File: src/logic/sti_pkg.sv
// shared constants for the frame timer and interrupt status block
package sti_pkg;
  // register offsets on the eight-bit register port
  localparam logic [7:0] ADDR_FLAGS    = 8'h0D;
  localparam logic [7:0] ADDR_REV_LOW  = 8'h0E;
  localparam logic [7:0] ADDR_HIGH_CNT = 8'h0F;

  // status bit positions
  localparam int BIT_DPLUS  = 7;
  localparam int BIT_DETECT = 6;
  localparam int BIT_INSERT = 5;
  localparam int BIT_SOF    = 4;
  localparam int BIT_DONE_B = 1;
  localparam int BIT_DONE_A = 0;

  // sticky flags software can clear; bits 7, 3 and 2 are not storage
  localparam logic [7:0] FLAG_MASK   = 8'h73;
  localparam logic [7:0] FLAGS_RESET = 8'h00;

  // interval timer geometry
  localparam int INTERVAL_W  = 14;
  localparam int FRAME_W     = 11;
  localparam int HIGH_SHIFT  = 6;
  localparam logic [7:0]  LOW_RESET   = 8'h00;
  localparam logic [5:0]  HIGH_RESET  = 6'h00;
  localparam logic [10:0] FRAME_RESET = 11'h000;

  // bit-time tick derived from the system clock by a fractional accumulator
  localparam int CLK_MHZ  = 200;
  localparam int TICK_MHZ = 12;
  localparam int ACC_W    = 8;
endpackage

File: src/logic/sti_interval.sv
// fourteen-bit frame interval down-counter on a 12 MHz bit-time tick
module sti_interval
  import sti_pkg::*;
#(
  parameter int CLK_FREQ_MHZ  = CLK_MHZ,
  parameter int TICK_FREQ_MHZ = TICK_MHZ
) (
  // clock and reset
  input  wire logic                  i_clk,
  input  wire logic                  i_rst,
  // configuration
  input  wire logic                  i_enable,
  input  wire logic [7:0]            i_low,
  input  wire logic [5:0]            i_high,
  // state
  output logic [INTERVAL_W-1:0]      o_count,
  output logic                       o_tick
);
  localparam logic [ACC_W-1:0] STEP = ACC_W'(TICK_FREQ_MHZ);
  localparam logic [ACC_W-1:0] WRAP = ACC_W'(CLK_FREQ_MHZ);

  logic [ACC_W-1:0]      acc;
  logic [ACC_W:0]        acc_sum;
  logic                  bit_tick;
  logic [ACC_W-1:0]      next_acc;
  logic [INTERVAL_W-1:0] next_count;
  logic [INTERVAL_W-1:0] reload;

  // 200 is not a multiple of 12, so ticks jitter by one cycle but average 12 MHz
  assign acc_sum  = {1'b0, acc} + {1'b0, STEP};
  assign bit_tick = acc_sum >= {1'b0, WRAP};
  assign next_acc = bit_tick ? ACC_W'(acc_sum - {1'b0, WRAP}) : acc_sum[ACC_W-1:0];

  assign reload     = {i_high, i_low};
  assign o_tick     = i_enable && bit_tick && (o_count == '0);
  assign next_count = o_tick ? reload : o_count - INTERVAL_W'(1);

  always_ff @(posedge i_clk) begin
    if (i_rst) begin
      acc <= '0;
    end else begin
      acc <= next_acc;
    end
  end

  // counter holds while generation is off
  always_ff @(posedge i_clk) begin
    if (i_rst) begin
      o_count <= '0;
    end else if (i_enable && bit_tick) begin
      o_count <= next_count;
    end
  end
endmodule

File: src/logic/sti_timer.sv
// interrupt status flags, revision read-back and start-of-frame timer
// Overview of operation
// - status bit 7 always shows the D+ line; 0 low speed, 1 full speed
// - with resume mode selected, status bit 6 is the resume interrupt flag
// - otherwise status bit 6 reads 1 with nothing attached, 0 when attached
// - in host mode, attach or detach transitions set status bit 5
// - status bit 4 is set whenever a frame interval elapses
// - status bits 1 and 0 flag packet done on transfer sets B and A
// - reading offset 0Eh gives revision in bits 7-4, zeros in bits 3-0
// - writing 0Eh loads interval low byte; timer runs from a 12 MHz tick
// - reading 0Fh gives interval count bits 13 to 6
// - interval count steps once per 12 MHz period, one full-speed bit time
// - any write to 0Fh clears the frame number counter
// - frame number is eleven bits, incremented on every frame tick without a same-cycle 0Fh write
// - each frame tick sends the frame number in a start-of-frame packet
// - writing ones to status clears just those flags
// - interrupt request is a level held while any enabled flag stays set
// - writing 0Fh bits 5-0 loads interval high bits; timer counts down
// - frame generation runs only while control bit 0 is one
module sti_timer
  import sti_pkg::*;
#(
  parameter logic [3:0] REVISION = 4'h3  // arbitrary value
) (
  // clock and reset
  input  wire logic              i_clk,
  input  wire logic              i_rst,
  // register port
  input  wire logic [7:0]        i_addr,
  input  wire logic              i_wr,
  input  wire logic              i_rd,
  input  wire logic [7:0]        i_wdata,
  output logic [7:0]             o_rdata,
  // controls held elsewhere
  input  wire logic              i_host_mode,
  input  wire logic              i_resume_mode,
  input  wire logic              i_sof_enable,
  input  wire logic [7:0]        i_irq_enable,
  // events from the packet engines and line monitor
  input  wire logic              i_resume_event,
  input  wire logic              i_done_a,
  input  wire logic              i_done_b,
  // bus line pins
  input  wire logic              i_dplus,
  input  wire logic              i_se0,
  // outputs
  output logic                   o_interrupt_request_output,
  output logic                   o_sof_send,
  output logic [FRAME_W-1:0]     o_frame_number,
  output logic                   o_full_features,
  output logic                   o_master_select,
  output logic                   o_polarity_swap
);
  logic [1:0]            dp_sync;
  logic [1:0]            se0_sync;
  logic                  se0_prev;
  logic [7:0]            flags;
  logic [7:0]            interval_low;
  logic [5:0]            interval_high;
  logic [INTERVAL_W-1:0] count;
  logic                  frame_tick;

  // only the second stage of each synchroniser is read
  wire dp_q  = dp_sync[1];
  wire se0_q = se0_sync[1];

  wire wr_flags = i_wr && (i_addr == ADDR_FLAGS);
  wire wr_low   = i_wr && (i_addr == ADDR_REV_LOW);
  wire wr_high  = i_wr && (i_addr == ADDR_HIGH_CNT);
  wire rd_flags = i_rd && (i_addr == ADDR_FLAGS);
  wire rd_rev   = i_rd && (i_addr == ADDR_REV_LOW);
  wire rd_high  = i_rd && (i_addr == ADDR_HIGH_CNT);

  wire line_change = i_host_mode && (se0_q != se0_prev);

  // hardware events for each sticky flag
  wire [7:0] set_vec = {1'b0,
                        i_resume_mode && i_resume_event,
                        line_change,
                        frame_tick,
                        2'b00,
                        i_done_b, i_done_a};

  // set beats clear so no event is lost during a clear
  wire [7:0] clr_vec    = wr_flags ? (i_wdata & FLAG_MASK) : 8'h00;
  wire [7:0] next_flags = ((flags & ~clr_vec) | set_vec) & FLAG_MASK;

  // bit 6 shows presence when resume mode is off
  wire       detect_bit = i_resume_mode ? flags[BIT_DETECT] : se0_q;
  wire [7:0] status_view = {dp_q, detect_bit, flags[BIT_INSERT],
                            flags[BIT_SOF], 2'b00,
                            flags[BIT_DONE_B], flags[BIT_DONE_A]};
  wire       pending    = |(status_view[6:0] & i_irq_enable[6:0]);

  wire [7:0] next_rdata =
    rd_flags ? status_view :
    rd_rev   ? {REVISION, 4'h0} :
    rd_high  ? count[INTERVAL_W-1:HIGH_SHIFT] :
    8'h00;

  // write clear takes priority over a same-cycle increment
  wire [FRAME_W-1:0] next_frame =
    wr_high    ? FRAME_RESET :
    frame_tick ? o_frame_number + FRAME_W'(1) :
    o_frame_number;

  sti_interval u_interval (
    .i_clk    (i_clk),
    .i_rst    (i_rst),
    .i_enable (i_sof_enable),
    .i_low    (interval_low),
    .i_high   (interval_high),
    .o_count  (count),
    .o_tick   (frame_tick)
  );

  always_ff @(posedge i_clk) begin
    if (i_rst) begin
      dp_sync  <= 2'b00;
      se0_sync <= 2'b11;
      se0_prev <= 1'b1;
    end else begin
      dp_sync  <= {dp_sync[0], i_dplus};
      se0_sync <= {se0_sync[0], i_se0};
      se0_prev <= se0_q;
    end
  end

  always_ff @(posedge i_clk) begin
    if (i_rst) begin
      flags                      <= FLAGS_RESET;
      o_rdata                    <= 8'h00;
      o_interrupt_request_output <= 1'b0;
    end else begin
      flags                      <= next_flags;
      o_rdata                    <= next_rdata;
      o_interrupt_request_output <= pending;
    end
  end

  always_ff @(posedge i_clk) begin
    if (i_rst) begin
      interval_low  <= LOW_RESET;
      interval_high <= HIGH_RESET;
      o_full_features <= 1'b0;
      o_master_select <= 1'b0;
      o_polarity_swap <= 1'b0;
    end else begin
      if (wr_low) begin
        interval_low <= i_wdata;
      end
      if (wr_high) begin
        interval_high   <= i_wdata[5:0];
        o_full_features <= 1'b1;
        o_master_select <= i_wdata[7];
        o_polarity_swap <= i_wdata[6];
      end
    end
  end

  // frame number goes out with the pulse that requests the packet
  always_ff @(posedge i_clk) begin
    if (i_rst) begin
      o_frame_number <= FRAME_RESET;
      o_sof_send     <= 1'b0;
    end else begin
      o_frame_number <= next_frame;
      o_sof_send     <= frame_tick;
    end
  end
endmodule

File: config.mk
export PLATFORM = sky130hd
export DESIGN_NAME = sti_timer
export DESIGN_NICKNAME = d
export VERILOG_FILES = /design/src/logic/sti_pkg.sv /design/src/logic/sti_interval.sv /design/src/logic/sti_timer.sv
export SDC_FILE = /design/constraint.sdc
export NUM_CORES = 1
export LEC_CHECK = 0
export BUFFER_PORTS_ARGS = -buffer_cell sky130_fd_sc_hd__buf_4
export CORE_MARGIN = 1.5
export CORE_UTILIZATION = 30
export CTS_CLUSTER_SIZE = 24
export DETAILED_ROUTE_END_ITERATION = 6
export GPL_TIMING_DRIVEN = 0
export SLEW_MARGIN = 20
export SYNTH_ARGS = -nofsm -noshare
export SYNTH_HDL_FRONTEND = slang
export SYNTH_SLANG_ARGS = --single-unit
File: constraint.sdc
create_clock -name i_clk -period 3.5 [get_ports i_clk]
set_input_delay 0.35 -clock i_clk [delete_from_list [all_inputs] [get_ports i_clk]]
set_output_delay 0.35 -clock i_clk [all_outputs]
set_load 0.005 [all_outputs]
==> results by group <==
Flow run
  • Max-cap viol count: 0

Floorplanning
  • Die area: 11,400 sq um
  • IO Pins: 60
  • Initial Util: 31.1%
  • FP Rows: 37
  • Die X-Extent: roughly 110 um
  • CORE AREA: ~10,000 sq um
  • Chip height: 107 um

Critical path
  • CP max stage delay: 0.47 ns
  • CP max-delay cell: dfxtp_1
  • Crit-path max FO: 10
  • Crit. End Element: flip-flop
  • CP Launch Type: flip-flop
  • WS Path Type: flip-flop to flip-flop
  • Crit-path cells: inv_1 -> ha_1 -> buf_2 -> xor2_1 -> ha_1 -> o221ai_1 -> o221ai_2 -> clkbuf_1 -> clkbuf_1 -> o21ai_0 -> a21oi_1
  • WP buf/inv: 4
  • CP delay by family, top: buffers and inverters
  • Req. time, crit path: about 3.8 ns
  • Worst Path Arrival: approximately 3.4 ns

Power and ir drop
  • Total power: 1.59 mW
  • Leak pwr: 1.69 nW
  • Maximum vdd drop: 0.000193 V
  • Pwr dens: 397 nW/um^2

Global route
  • Gr ovfl total: 0
  • GR peak layer: met2
  • Met2 GRT Util: 25.8%
  • Largest net degree at the start of global routing: 13
  • GR Util All Layers: 15.1%
  • Vias in the first global route: 2,953
  • Initial antenna violation count: 0
  • Met1 Use GR: 18.4%
  • Met3 usage: 3.65%
  • First-pass GRT wire length: between 10 and 15 mm

Cells and area
  • Layout fillers: 1,085
  • Proportion of layout cells with a drive suffix above 1: between 20 and 25%
  • # nets final: 482
  • Reg area: 1360 sq um
  • Area growth, synth to finish: 24.2%
  • # diodes: 0
  • Fin util: 38.7%
  • Multi-input gate area: between 1500 and 2000 sq um
  • Post-route cell area: 4010 sq um

STA
  • Fin. Hold Viols: 0
  • RSZ-0062 raised after global routing: false
  • Setup ws final: 0.376 ns
  • Max Slew Vio Count: 0
  • Worst Skew: 0.0132 ns
  • # setup viols final: 0
  • Final period utilization: 89.2%
  • Slew headroom: between 40% and 50%
  • Setup_tns: 0 ns
  • Worst-Margin Slew: approximately 0.81 ns
  • Fin crit period: about 3.1 ns
  • FMAX: 320 MHz

CTS
  • Root Buffer Master: clkbuf_8
  • Latest clock arrival within the worst-skew pair: roughly 0.35 ns
  • Total CTS buffers: 9
  • Longest Clk Path Bufs: 2
  • CTS tree: built
  • Post-CTS Hold Buffers: 0
  • Post-CTS Setup Bufs: 0
  • Clk slew on worst S/H paths: about 0.080 ns
  • Clock sink count: 68
  • H-tree depth: 3

Drt
  • TritonRoute pass-1 iters: 4
  • Routed Antenna Nets: 0
  • Via count: slightly below 3,000
  • WL/cell: 14.3 um
  • DRC Markers: 0
  • Via-to-Cell Ratio: roughly 5.1
  • Initial detailed-routing violation count: 145
  • DRT Wirelength: roughly 8.3 mm

Yosys
  • Adder and majority cell fraction of the synthesized area: under 10%
  • Yosys top cell by area: dfxtp_1
  • Synthesized area: 3230 sq um
  • Unique masters post-synth: 54
  • Post-synth EDFFs: 0
  • Compound-gate portion of the synthesized area: 16.9%
  • Syn_nets: between 400 and 500
  • Post-synth top flop: dfxtp_1
  • Mean post-synth cell area: 8.63 sq um
  • Synth top area cells: dfxtp_1, mux2i_1, a21oi_1
  • Flops & latches, synth: 68
  • Post-synthesis cell count: ~370
  • Most frequent cell after synthesis: dfxtp_1
  • Largest family of logic cells by synthesized area: simple AND/OR/NAND/NOR gates
  • Share of the synthesized area in the top cell type: 42.2%
  • YS warnings: 0
  • Post-Synth Simple-Gate Area: 25.1%
  • Sequential element share of the synthesized area: 42.2%
  • Synth Area in XOR/XNOR: 1.63%
  • Top cells by count, synth: dfxtp_1, nor2_1, a21oi_1
  • Mux cell area share after synthesis: between 7 and 8%
  • Fraction of registers with async set/reset: 0%

Place
  • Port buffer count: 56
  • Detailed Place HPWL: 6.06 mm
  • Placed inst area: 3820 sq um
  • Place WS: 0.322 ns
  • Routability cong.: 0.901

Outcome
  • Run status: completed

Worst hold path
  • Worst min path class: primary input to flip-flop
==> report_power, final <==
| group | switching [mW] | total, mW | internal [mW] |
|---|---|---|---|
| combinational | 0.0819 | 0.152 | 0.0700 |
| clock | 0.317 | 0.642 | 0.325 |
| sequential | 0.00972 | 0.797 | 0.787 |
| total | 0.409 | 1.59 | 1.18 |
==> timing repair <==
action | in CTS | in global routing
gates resized for setup | 0 | 2
setup endpoints to repair | 0 | 5
hold endpoints to repair | 0 | 0
==> worst paths after layout <==
path,start,to,slack [ns],cells past startpoint
max,u_interval.acc[2]$_SDFF_PP0_,u_interval.o_count[8]$_SDFFE_PP0P_,0.38,11
min,i_se0,se0_sync[0]$_SDFF_PP1_,0.18,2
min reg2reg,se0_sync[0]$_SDFF_PP1_,se0_sync[1]$_SDFF_PP1_,0.42,1
max reg2reg,u_interval.acc[2]$_SDFF_PP0_,u_interval.o_count[8]$_SDFFE_PP0P_,0.38,11
==> registers in the layout, summed over array words and instances, names as in the netlist <==
register	count
o_full_features	1
o_rdata	8
o_polarity_swap	1
interval_low	8
interval_high	6
se0_prev	1
o_master_select	1
dp_sync	2
o_interrupt_request_output	1
o_frame_number	11
se0_sync	2
u_interval.o_count	14
u_interval.acc	6
o_sof_send	1
flags	5
==> metal layers <==
layer  wire [um]  up-vias
met3         415       12
met2        3940       68
met1        3810     1412
met5           0        -
li1            -     1493
met4         126        0
==> cell usage in the layout (no fill, tap or decap), drive strengths merged, types with 2 or more instances in the layout <==
| master | Yosys | routed |
|---|---|---|
| or3 | 5 | 5 |
| buf | 5 | 61 |
| o41ai | 2 | 2 |
| o31ai | 10 | 10 |
| or4 | 14 | 14 |
| mux2i | 24 | 24 |
| or2 | 5 | 5 |
| nor4 | 2 | 2 |
| clkbuf | 14 | 23 |
| a21oi | 31 | 31 |
| xor2 | 3 | 3 |
| nor2b | 5 | 5 |
| o21ai | 20 | 20 |
| clkinvlp | 0 | 3 |
| clkinv | 0 | 2 |
| nand3 | 18 | 18 |
| and3 | 11 | 11 |
| a22oi | 3 | 3 |
| nor3 | 9 | 9 |
| nand2b | 3 | 3 |
| and2 | 4 | 4 |
| nand2 | 24 | 24 |
| xnor2 | 3 | 3 |
| o2111ai | 2 | 2 |
| o221ai | 2 | 2 |
| ha | 5 | 5 |
| o211ai | 2 | 2 |
| dfxtp | 68 | 68 |
| nor2 | 40 | 40 |
| o311ai | 2 | 2 |
| nand4 | 4 | 4 |
| inv | 16 | 16 |
| a31oi | 2 | 2 |
==> kinds of logic (layout without fill, tap and decap cells) <==
kind of cell               Yosys count  count (layout)
AOI/OAI and AO/OA                   86              86
xor gates and xnor gates             6               6
adders and majority gates            5               5
buffers and inverters               35             106
DFF                                 68              68
muxes                               25              25
and+or+nand+nor                    149             149
==> layout make-up <==
class                      instances  area share, %
multi-input combinational        271           43.0
buffer                            19           2.12
tap                              136           4.24
timing repair buffer              56           10.5
clock buffer                       9           3.09
sequential                        68           33.9
clock inverter                     6           1.65
inverter                          16           1.50
==> stage by stage <==
step,std cells,hold WS [ns]
floorplan,374,0.389
global placement,566,0.393
detailed placement,566,0.397
CTS,581,0.176
global route,581,0.168
finish,581,0.181
Power figures use the tool's default switching activity.
